`config.mk`:
```
export PLATFORM = sky130hd
export DESIGN_NAME = ccser_top
export DESIGN_NICKNAME = d
export VERILOG_FILES = /design/src/core/ccser_pkg.sv /design/src/core/ccser_if.sv /design/src/core/ccser_fifo.sv /design/src/core/ccser_top.sv
export VERILOG_INCLUDE_DIRS = /design/src /design/src/core
export SDC_FILE = /design/constraint.sdc
export NUM_CORES = 1
export LEC_CHECK = 0
export BUFFER_PORTS_ARGS = -buffer_cell sky130_fd_sc_hd__buf_2
export CAP_MARGIN = 20
export CORE_MARGIN = 4
export CORE_UTILIZATION = 40
export CTS_BUF_LIST = sky130_fd_sc_hd__clkbuf_2
export DETAILED_ROUTE_END_ITERATION = 10
export MAX_ROUTING_LAYER = met4
export PLACE_DENSITY = 0.58
export SLEW_MARGIN = 20
export SYNTH_ARGS = -nofsm -noshare
export SYNTH_HDL_FRONTEND = slang
export SYNTH_SLANG_ARGS = --single-unit
```
`constraint.sdc`:
```
create_clock -name MCLK -period 4.66 [get_ports MCLK]
set_clock_uncertainty 0.05 [all_clocks]
set_input_delay 0.932 -clock MCLK [delete_from_list [all_inputs] [get_ports MCLK]]
set_output_delay 0.932 -clock MCLK [all_outputs]
set_load 0.01 [all_outputs]
```
`src/core/ccser_cfg.svh`:
```
// Contract
// - bytes of a frame leave in ascending byte number order.
// - last byte of one frame leaves before first byte of next frame.
// - bits of each byte leave serially, bit position zero first.
// - value MSb sits in lowest numbered bit, so MSb leaves first.
// - reserved bits are driven to zero on transmission.
// - control characters are 8 bits, top bit zero, reference seven-bit code.
// - space appears only as separator between data fields.
// - graphic characters 2/1 to 7/14; semicolon only ends a message.
// - decimal fields hold digits 3/0 to 3/9 without leading zeros.
// - hexadecimal fields hold 3/0 to 3/9 and 4/1 to 4/6, zeros kept.
// - transport adaptation layer adds carriage return and line feed only.
`ifndef CCSER_CFG_SVH
`define CCSER_CFG_SVH

`define CCSER_BYTE_W 8
`define CCSER_FIFO_DEPTH 8
`define CCSER_BIT_LAST 3'h7
`define CCSER_TOP_BIT 7

`define CCSER_CH_SPACE 8'h20
`define CCSER_CH_G0_LO 8'h21
`define CCSER_CH_G0_HI 8'h7E
`define CCSER_CH_SEMI 8'h3B
`define CCSER_CH_DIG0 8'h30
`define CCSER_CH_DIG9 8'h39
`define CCSER_CH_HEX_A 8'h41
`define CCSER_CH_HEX_F 8'h46
`define CCSER_CH_CR 8'h0D
`define CCSER_CH_LF 8'h0A

`endif

```
`src/core/ccser_pkg.sv`:
```
package ccser_pkg;

    // what the source says a byte is; raw frame bytes are not checked
    typedef enum logic [2:0] {
        CCSER_RAW = 3'h0,
        CCSER_TEXT = 3'h1,
        CCSER_DEC = 3'h2,
        CCSER_HEX = 3'h3,
        CCSER_SEP = 3'h4,
        CCSER_DELIM = 3'h5
    } ccser_kind_t;

    typedef enum logic [1:0] {
        CCSER_IDLE = 2'b01,
        CCSER_SHIFT = 2'b10
    } ccser_state_t;

endpackage : ccser_pkg

```
`src/core/ccser_if.sv`:
```
`timescale 1ns/1ps
interface ccser_if #(
    parameter int W = 9
);
    logic in_valid;
    logic in_ready;
    logic [W-1:0] in_data;
    logic out_valid;
    logic out_ready;
    logic [W-1:0] out_data;
    logic [$clog2(W+64):0] level;

    modport buffer (
        input in_valid,
        output in_ready,
        input in_data,
        output out_valid,
        input out_ready,
        output out_data,
        output level
    );

    modport user (
        output in_valid,
        input in_ready,
        output in_data,
        input out_valid,
        output out_ready,
        input out_data,
        input level
    );
endinterface : ccser_if

```
`src/core/ccser_fifo.sv`:
```
`timescale 1ns/1ps
module ccser_fifo #(
    parameter int WIDTH = 9,
    parameter int DEPTH = 8
) (
    // clock and reset
    input wire logic clk,
    input wire logic rst_n,
    // both sides
    ccser_if.buffer port
);
    localparam int AW = $clog2(DEPTH);

    logic [WIDTH-1:0] mem [DEPTH];
    logic [AW-1:0] wr_q;
    logic [AW-1:0] rd_q;
    logic [AW:0] cnt_q;
    logic [WIDTH-1:0] head_q;
    logic head_v_q;

    wire push = port.in_valid && port.in_ready;
    // head register refills whenever memory holds a word and the head is empty or being drained
    wire load = (cnt_q != '0) && (!head_v_q || port.out_ready);

    assign port.in_ready = (cnt_q != (AW + 1)'(DEPTH));
    assign port.out_valid = head_v_q;
    assign port.out_data = head_q;
    assign port.level = ($bits(port.level))'(cnt_q) + ($bits(port.level))'(head_v_q);

    always_ff @(posedge clk)
    begin
        if (push)
        begin
            mem[wr_q] <= port.in_data;
        end
    end

    always_ff @(posedge clk)
    begin
        if (!rst_n)
        begin
            wr_q <= '0;
            rd_q <= '0;
            cnt_q <= '0;
            head_q <= '0;
            head_v_q <= 1'b0;
        end
        else
        begin
            if (push)
            begin
                wr_q <= (wr_q == AW'(DEPTH - 1)) ? '0 : wr_q + 1'b1;
            end
            if (load)
            begin
                rd_q <= (rd_q == AW'(DEPTH - 1)) ? '0 : rd_q + 1'b1;
                head_q <= mem[rd_q];
                head_v_q <= 1'b1;
            end
            else if (port.out_ready)
            begin
                head_v_q <= 1'b0;
            end
            cnt_q <= cnt_q + (AW + 1)'(push) - (AW + 1)'(load);
        end
    end
endmodule : ccser_fifo

```
`src/core/ccser_top.sv`:
```
`timescale 1ns/1ps
`include "ccser_cfg.svh"
module ccser_top #(
    parameter int DEPTH = `CCSER_FIFO_DEPTH
) (
    // clock and reset
    input wire logic MCLK,
    input wire logic RESETN,
    // upstream byte source
    input wire logic S_VALID,
    output logic S_READY,
    input wire logic [7:0] S_DATA,
    input wire logic [7:0] S_RSVD,
    input wire logic [2:0] S_KIND,
    input wire logic S_LAST,
    input wire logic S_TA,
    // serial link towards the remote entity
    output logic TX_VALID,
    input wire logic TX_READY,
    output logic TX_BIT,
    output logic TX_SOF,
    output logic TX_EOF,
    // status
    output logic BUSY,
    output logic REJ_PULSE,
    output logic ERR_TOPBIT,
    output logic ERR_SUBSET,
    input wire logic ERR_CLR
);
    localparam int W = `CCSER_BYTE_W + 1;

    function automatic logic in_rng(input logic [7:0] c, input logic [7:0] lo,
                                    input logic [7:0] hi);
        in_rng = (c >= lo) && (c <= hi);
    endfunction : in_rng

    // a new event in the clearing cycle must not be lost, so the set term wins
    function automatic logic sticky_nx(input logic set, input logic flag, input logic clr);
        sticky_nx = set || (flag && !clr);
    endfunction : sticky_nx

    ccser_if #(.W(W)) q_if ();

    ccser_fifo #(
        .WIDTH(W),
        .DEPTH(DEPTH)
    ) u_fifo (
        .clk(MCLK),
        .rst_n(RESETN),
        .port(q_if.buffer)
    );

    // input character classification
    ccser_pkg::ccser_kind_t kind;
    wire [7:0] ch = S_DATA;
    wire is_char = (kind != ccser_pkg::CCSER_RAW);
    wire top_clear = !ch[`CCSER_TOP_BIT];
    wire is_dig = in_rng(ch, `CCSER_CH_DIG0, `CCSER_CH_DIG9);
    wire is_hex_letter = in_rng(ch, `CCSER_CH_HEX_A, `CCSER_CH_HEX_F);
    wire is_space = (ch == `CCSER_CH_SPACE);
    wire is_semi = (ch == `CCSER_CH_SEMI);
    wire is_crlf = (ch == `CCSER_CH_CR) || (ch == `CCSER_CH_LF);
    wire g0_ok = in_rng(ch, `CCSER_CH_G0_LO, `CCSER_CH_G0_HI) && !is_semi;
    wire text_ok = g0_ok || (S_TA && is_crlf);
    wire sep_ok = is_space;
    wire delim_ok = is_semi;
    wire hex_ok = is_dig || is_hex_letter;
    logic dec_first_q;
    logic dec_lead0_q;
    // a digit after a lone leading zero would make that zero a leading one
    wire dec_ok = is_dig && !dec_lead0_q;
    wire subset_ok = (kind == ccser_pkg::CCSER_TEXT) ? text_ok :
                     (kind == ccser_pkg::CCSER_DEC) ? dec_ok :
                     (kind == ccser_pkg::CCSER_HEX) ? hex_ok :
                     (kind == ccser_pkg::CCSER_SEP) ? sep_ok :
                     (kind == ccser_pkg::CCSER_DELIM) ? delim_ok : 1'b0;
    wire legal = !is_char || (top_clear && subset_ok);
    wire take = S_VALID && q_if.in_ready;
    wire push = take && legal;
    wire reject = take && !legal;
    // one mask bit per data bit; a reserved bit can never reach the line as a one
    wire [7:0] clean;
    for (genvar b = 0; b < 8; b++)
    begin : g_rsvd
        assign clean[b] = S_DATA[b] && !S_RSVD[b];
    end

    assign kind = ccser_pkg::ccser_kind_t'(S_KIND);
    // rejected characters are consumed too, so a bad byte cannot wedge the source
    assign S_READY = q_if.in_ready;
    assign q_if.in_valid = push;
    assign q_if.in_data = {S_LAST, clean};

    // decimal field tracking, restarted by any accepted non-decimal byte
    wire dec_acc = push && (kind == ccser_pkg::CCSER_DEC);
    wire dec_end = push && (kind != ccser_pkg::CCSER_DEC);
    wire dec_first_d = dec_acc ? 1'b0 : (dec_end ? 1'b1 : dec_first_q);
    wire dec_lead0_d = dec_acc ? (dec_first_q && (ch == `CCSER_CH_DIG0)) :
                       (dec_end ? 1'b0 : dec_lead0_q);

    always_ff @(posedge MCLK)
    begin
        if (!RESETN)
        begin
            dec_first_q <= 1'b1;
        end
        else
        begin
            dec_first_q <= dec_first_d;
        end
    end

    always_ff @(posedge MCLK)
    begin
        if (!RESETN)
        begin
            dec_lead0_q <= 1'b0;
        end
        else
        begin
            dec_lead0_q <= dec_lead0_d;
        end
    end

    // error reporting; a new error in the clearing cycle wins
    logic rej_q;
    logic err_top_q;
    logic err_sub_q;
    wire top_bad = reject && is_char && !top_clear;
    wire sub_bad = reject && top_clear;
    wire err_top_d = sticky_nx(top_bad, err_top_q, ERR_CLR);
    wire err_sub_d = sticky_nx(sub_bad, err_sub_q, ERR_CLR);

    always_ff @(posedge MCLK)
    begin
        if (!RESETN)
        begin
            rej_q <= 1'b0;
        end
        else
        begin
            rej_q <= reject;
        end
    end

    always_ff @(posedge MCLK)
    begin
        if (!RESETN)
        begin
            err_top_q <= 1'b0;
        end
        else
        begin
            err_top_q <= err_top_d;
        end
    end

    always_ff @(posedge MCLK)
    begin
        if (!RESETN)
        begin
            err_sub_q <= 1'b0;
        end
        else
        begin
            err_sub_q <= err_sub_d;
        end
    end

    assign REJ_PULSE = rej_q;
    assign ERR_TOPBIT = err_top_q;
    assign ERR_SUBSET = err_sub_q;

    // serializer
    ccser_pkg::ccser_state_t state_q;
    ccser_pkg::ccser_state_t state_d;
    logic [7:0] sh_q;
    logic [7:0] sh_d;
    logic [2:0] bit_q;
    logic [2:0] bit_d;
    logic sof_q;
    logic sof_d;
    logic eof_q;
    logic eof_d;
    logic frame_open_q;
    logic frame_open_d;

    wire idle = (state_q == ccser_pkg::CCSER_IDLE);
    wire shifting = (state_q == ccser_pkg::CCSER_SHIFT);
    // one byte is popped at a time and fully shifted before the next: the
    // fifo order is the byte order, so frames cannot interleave
    wire pop = idle && q_if.out_valid;
    wire bit_taken = shifting && TX_READY;
    wire byte_done = bit_taken && (bit_q == `CCSER_BIT_LAST);
    wire pop_last = q_if.out_data[W-1];

    assign q_if.out_ready = pop;

    always_comb
    begin
        state_d = state_q;
        sh_d = sh_q;
        bit_d = bit_q;
        sof_d = sof_q;
        eof_d = eof_q;
        frame_open_d = frame_open_q;
        unique case (state_q)
            ccser_pkg::CCSER_IDLE:
            begin
                if (pop)
                begin
                    state_d = ccser_pkg::CCSER_SHIFT;
                    sh_d = q_if.out_data[7:0];
                    bit_d = '0;
                    sof_d = !frame_open_q;
                    eof_d = pop_last;
                    frame_open_d = !pop_last;
                end
            end
            ccser_pkg::CCSER_SHIFT:
            begin
                if (byte_done)
                begin
                    state_d = ccser_pkg::CCSER_IDLE;
                    // marks drop with the byte so the frame outputs come straight from flops
                    sof_d = 1'b0;
                    eof_d = 1'b0;
                end
                else if (bit_taken)
                begin
                    // the MSb of the value is bit position zero, so it leaves first
                    sh_d = {sh_q[6:0], 1'b0};
                    bit_d = bit_q + 3'h1;
                end
            end
            default:
            begin
                state_d = ccser_pkg::CCSER_IDLE;
            end
        endcase
    end

    always_ff @(posedge MCLK)
    begin
        if (!RESETN)
        begin
            state_q <= ccser_pkg::CCSER_IDLE;
        end
        else
        begin
            state_q <= state_d;
        end
    end

    always_ff @(posedge MCLK)
    begin
        if (!RESETN)
        begin
            sh_q <= '0;
        end
        else
        begin
            sh_q <= sh_d;
        end
    end

    always_ff @(posedge MCLK)
    begin
        if (!RESETN)
        begin
            bit_q <= '0;
        end
        else
        begin
            bit_q <= bit_d;
        end
    end

    always_ff @(posedge MCLK)
    begin
        if (!RESETN)
        begin
            sof_q <= 1'b0;
            eof_q <= 1'b0;
        end
        else
        begin
            sof_q <= sof_d;
            eof_q <= eof_d;
        end
    end

    always_ff @(posedge MCLK)
    begin
        if (!RESETN)
        begin
            frame_open_q <= 1'b0;
        end
        else
        begin
            frame_open_q <= frame_open_d;
        end
    end

    assign TX_VALID = shifting;
    assign TX_BIT = sh_q[7];
    assign TX_SOF = sof_q;
    assign TX_EOF = eof_q;
    assign BUSY = shifting || q_if.out_valid || (q_if.level != '0);
endmodule : ccser_top

```
# After elaboration in Yosys (flattened, before gate mapping)
# Memory sizes are Yosys's and may differ from the RTL's. A register that Yosys moved wholly into a read port is not among the register bits.
# Cells that the tools add are included.
# classes
add_sub_neg	6
muxes	31
n_eq_ne	21
magnitude_cmp	6
reduce_logical	68
# op_table
operator	count
1-bit logical AND	31
8-bit by 6-bit equality test with 1-bit output (second input constant)	3
8-bit two-way mux	3
1-bit logical NOT	18
8-bit by 4-bit equality test with 1-bit output (second input constant)	2
8-bit by 6-bit greater-or-equal comparator with 1-bit output (second input constant)	2
8-bit by 7-bit <= comparator with 1-bit output (second input constant)	2
1-bit two-way mux	16
8-bit one-hot mux with 2 select lines	1
3-bit equality test (second input constant)	5
3-bit two-way mux	5
3-bit by 1-bit adder with 3-bit output (second input constant)	3
1-bit logical OR	9
8-bit by 7-bit greater-or-equal comparator with 1-bit output (second input constant)	1
8-bit by 6-bit <= comparator with 1-bit output (second input constant)	1
8-bit nonzero test	1
3-bit by 2-bit equality test with 1-bit output (second input constant)	2
2-bit by 1-bit inequality test with 1-bit output (second input constant)	3
3-bit one-hot mux with 2 select lines	1
2-bit nonzero test	3
4-bit by 1-bit adder with 5-bit output	1
4-bit by 1-bit adder with 4-bit output	1
2-bit two-way mux	2
4-bit inequality test (second input constant)	1
other kinds (13)	15
# word_totals
memories	1
output_inout_bits	9
input_bits	26
elab_cells	148
mem_bits_rw	72
ff_bits	32
# memory_table
memory	depth	width	rd	rd_clocked_by_memory_dff	write_ports	line	source
u_fifo.mem	8	9	1	1	1	ccser_fifo.sv:14	logic [WIDTH-1:0] mem [DEPTH];

# Longest topological paths before layout
# logic_depth
ltp_word	13
mapped_depth	12

# Cells and area by module
# From an unflattened synthesis, not the netlist that was laid out.
# hier_totals
cells_unflattened	367
hier_area_um2	4938.5
# modules_own_cells
module	n_inst	area_per_inst_um2	cells_each
ccser_fifo	1	3747.3	219
ccser_top	1	1191.1	148

# Worst setup path before layout
# OpenSTA, ideal clock, no wires.
# synth_timing
path_type	input-to-reg
start	input port S_DATA[2]
end	memory u_fifo.mem[2][0] (enable)
path_stages	6
setup_slack_ns	1.104
arrival_time_ns	3.103
setup_ns	0.403
n_path_buf	0
cell_sequence	or3_4 > nor3_1 > a221o_1 > o311a_4 > o21bai_4 > nor4b_1
# synth_between
elab_chain_len	12
elab_cells_between_ends	31
cone_classes	order compare: 6; eq/ne: 4; mux: 7; reduce/logical: 14
# synth_lines
item	line	source
start, declared	ccser_top.sv:12	input wire logic [7:0] S_DATA,
8-bit by 6-bit greater-or-equal comparator with 1-bit output (tied with other cells)	ccser_top.sv:34	in_rng = (c >= lo) && (c <= hi);
1-bit logical AND or 1-bit two-way mux (tied branches)	ccser_top.sv:34, ccser_top.sv:76	
1-bit logical OR or 1-bit two-way mux (tied branches)	ccser_top.sv:67, ccser_top.sv:75	
1-bit two-way mux	ccser_top.sv:74	(kind == ccser_pkg::CCSER_HEX) ? hex_ok :
1-bit two-way mux	ccser_top.sv:73	(kind == ccser_pkg::CCSER_DEC) ? dec_ok :
1-bit two-way mux (*)	ccser_top.sv:72	wire subset_ok = (kind == ccser_pkg::CCSER_TEXT) ? text_ok :
1-bit logical AND (*)	ccser_top.sv:77	wire legal = !is_char || (top_clear && subset_ok);
1-bit logical OR (*)	ccser_top.sv:77	
1-bit logical AND (*)	ccser_top.sv:79	wire push = take && legal;
1-bit logical AND (*)	ccser_fifo.sv:21	wire push = port.in_valid && port.in_ready;
1-bit two-way mux (*)	ccser_fifo.sv:32	if (push)
1-bit two-way mux (not written as such) (*)	ccser_fifo.sv:34	mem[wr_q] <= port.in_data;
end, declared	ccser_fifo.sv:14	
# Every way passes the cells marked *; elsewhere a longest branch is shown, timed or not.

# Worst setup path after layout
# layout_timing
start	register u_fifo.cnt_q[0]
end	output port BUSY
# layout_between
elab_chain_len	3
# layout_lines
item	line	source
start, declared	ccser_fifo.sv:17	logic [AW:0] cnt_q;
start signal, assigned	ccser_fifo.sv:64	cnt_q <= cnt_q + (AW + 1)'(push) - (AW + 1)'(load);
4-bit by 1-bit adder with 5-bit output	ccser_fifo.sv:28	assign port.level = ($bits(port.level))'(cnt_q) + ($bits(port.level))'(head_v_q);
8-bit nonzero test	ccser_top.sv:309	assign BUSY = shifting || q_if.out_valid || (q_if.level != '0);
1-bit logical OR	ccser_top.sv:309	
end, declared	ccser_top.sv:24	output logic BUSY,
# Every way passes these cells.

==> reports/results.ini <==
[floorplan]
ios = 35
dieArea_um2 = 14000
die_y_um = 118
rows = 39
initial_core_util_pct = 41.6
coreArea_um2 = 11700
die_w_um = 118

[layout]
nets = 446
drive_above_1_share_pct = 24.8
diodes = 0
fill_cells = 1049
areaGrowthSynthToFinish_pct = 13.0

[setup_path]
cp-start-kind = register
r2r_cells = 12
crit_arrival_ns = 1.97
critPathKind = reg2out
crit_required_ns = 3.68
slowest_stage = dfxtp_1
worst_setup_path_end_kind = primary output
r2r-start = u_fifo.cnt_q[2]$_SDFF_PN0_
reg2reg_slack_ns = 2.13
cpPeakStageDelay_ns = 0.37
worstPathCellList = ha_1 -> ha_1 -> nor4_1 -> nand3_1 -> buf_2
critPathMostFrequentCell = ha_1
worst-path-max-fanout = 3
reg2reg_to = u_fifo.cnt_q[2]$_SDFF_PN0_

[job]
maxCapViolCount = 0

[routing]
first_iter_violations = 196
wirelength_um = 8860
drc = 0
ant_nets = 0
via_count = 2890
avgViaCountPerCell = 5.17
wl_per_cell_um = 15.9
dr.pass1.iters = 4

[clock_tree]
holdBufCountCts = 0
cts.sinks = 113
clockRootBuffer = clkbuf_2
path_clk_slew_ns = 0.17
cts_setup_buffers = 0
htreeDepth = 4
cts_tree = done
numCtsBuffers = 17
cts_resized = 0
clk_latency_ns = 0.62
clk_path_buf_depth = 2

[place]
place.gp.congestion = 0.788
place_ws_ns = 1.22
dp_hpwl_um = 6220
port_buffers = 34

[timing]
fin_crit_ns = 2.95
hold_viol = 0
setup_viol = 0
fmax_mhz = 339
min_period_over_period_pct = 63.4
setup_tns_ns = 0
slew-limit-headroom_pct = 32.3
tightest_slew_ns = 1.01
setup_slack_ns = 1.71
slew_viol_final = 0
rsz0062_at_grt = false

[synthesis]
synth_top_cell_by_area = edfxtp_1
yosysTopAreaCellShare_pct = 44.5
ys_seq_area_share_pct = 61.4
synth.top_cells.by_area = edfxtp_1 45%, dfxtp_1 17%, mux4_2 8.3%, mux2i_1 4.9%, ha_1 4.1%
synth_edf_count = 72
netlist_instances = 354
ys_seq_elements = 113
yosys.cell_types.count = 44
ys.warnings.count = 0
async_flop_share_pct = 0
synth_flop_cell = edfxtp_1
synth_area_per_cell_um2 = 13.7
syn_nets = 397
netlist_area_um2 = 4860

[global_routing]
grt_antenna_before_repair = 0
grt_use_total_pct = 14.1
grt_pass1_wl_um = 14900
overflow = 0
grt_start_max_net_pins = 33
grt_pass1_vias = 2892

[worst_hold_path]
min_path_type = reg2reg
hold_depth = 2
hold_start = bit_q[1]$_SDFFE_PN0P_
min_to = bit_q[1]$_SDFFE_PN0P_

[pwr]
powerDensity_nw_per_um2 = 466
power_leakage_uw = 0.00194
ir_drop_v = 0.000177

[outcome]
status = completed

==> worst max-delay path by stage <==
stage | startpoint | end | slack (ns)
global placement | S_DATA[2] | u_fifo.cnt_q[1]$_SDFF_PN0_ | 1.26
floorplan | S_DATA[2] | u_fifo.mem[2][0]$_DFFE_PP_ | 1.10
finish | u_fifo.cnt_q[0]$_SDFF_PN0_ | BUSY | 1.71
detailed placement | S_DATA[2] | u_fifo.cnt_q[1]$_SDFF_PN0_ | 1.22
CTS | u_fifo.cnt_q[0]$_SDFF_PN0_ | BUSY | 1.62
global route | u_fifo.cnt_q[0]$_SDFF_PN0_ | BUSY | 1.54
==> registers in the layout, summed over array words and instances, names as in the netlist, 2 cells and up <==
name                  count
bit_q                     3
u_fifo.cnt_q              4
u_fifo.mem               72
state_q                   2
u_fifo.port.out_data      9
sh_q                      8
u_fifo.rd_q               3
u_fifo.wr_q               3
==> where the power goes <==
group / internal [uW] / switching, uW / leakage (uW)
combinational: 347 / 346 / 0.000814
clock: 239 / 350 / 0.000127
sequential: 1170 / 107 / 0.000995
==> kinds of logic after synthesis <==
kind of cell | share of synthesized area, %
mux | 13.3
simple gates | 10.8
buf+inv | 2.45
compound gates | 6.96
flops | 61.4
xor+xnor | 0.541
fa+ha+maj | 4.53
==> synth_stat cells (all sizes together) (2+ instances only) <==
library cell  instances
edfxtp               72
dfxtp                41
nor2                 36
mux2i                24
mux4                 18
a211oi               16
ha                   16
nand2                15
inv                  14
a21oi                13
clkbuf               13
nor2b                11
nand3                 6
nor4                  6
nor3                  5
nor4b                 5
nand2b                4
and2                  3
buf                   3
nand3b                3
o21ai                 3
a21boi                2
a22oi                 2
a31oi                 2
nand4                 2
or3                   2
xnor2                 2
==> final cells by class <==
type	count	area (um^2)	area share, %
well taps	143	179	3.26
multi-input cells	210	1790	32.6
clock buffers	19	95.1	1.73
clock inverters	13	120	2.19
flip-flops and latches	113	2980	54.4
inverters	15	58.8	1.07
repair buffers	46	260	4.74
==> critical path, delay by kind of cell, from the launching register on <==
family / cells / cell delay [ns]
adder cells (fa/ha/maj): 2 / 0.48
buffers and inverters: 1 / 0.14
flip-flops: 1 / 0.37
AND/OR/NAND/NOR: 2 / 0.37
==> layout by cell type, fill, tap and decap left out, types with 2 or more instances in the layout <==
master / n
edfxtp_1: 72
dfxtp_1: 41
nor2_1: 36
buf_2: 34
mux2i_1: 24
clkbuf_2: 19
mux4_2: 18
a211oi_1: 16
ha_1: 16
nand2_1: 15
inv_1: 13
a21oi_1: 13
buf_4: 12
nor2b_1: 11
nand3_1: 6
clkinv_1: 6
nor3_1: 5
nand2b_1: 4
nor4_1: 4
nor4b_2: 4
o21ai_0: 3
and2_1: 3
nand3b_1: 3
clkinvlp_4: 3
a21boi_0: 2
nand4_1: 2
nor4_2: 2
xnor2_1: 2
a31oi_1: 2
a22oi_1: 2
bufinv_16: 2
clkinv_2: 2
==> metrics by stage <==
stage                     cell area, um^2  utilization [%]  power [uW]  std cells  hold slack, ns
after floorplan                      4860                -        1830        354           0.379
after global placement               5270             45.2        1990        527           0.395
after detailed placement             5270             45.2        2010        527           0.401
after CTS                            5490             47.1        2600        559           0.421
after global routing                 5490             47.1        2750        559           0.433
final                                5490             47.1        2560        559           0.419
==> layer usage <==
metal	global-route usage, %	vias to the layer above	share of wire (%)
met1	18.5	1390	48
met2	21.1	52	47
met5	-	-	0
li1	-	1444	-
met3	4.54	4	4.1
met4	4.18	0	0.78
Note: power is estimated with default switching activity, not from simulation.
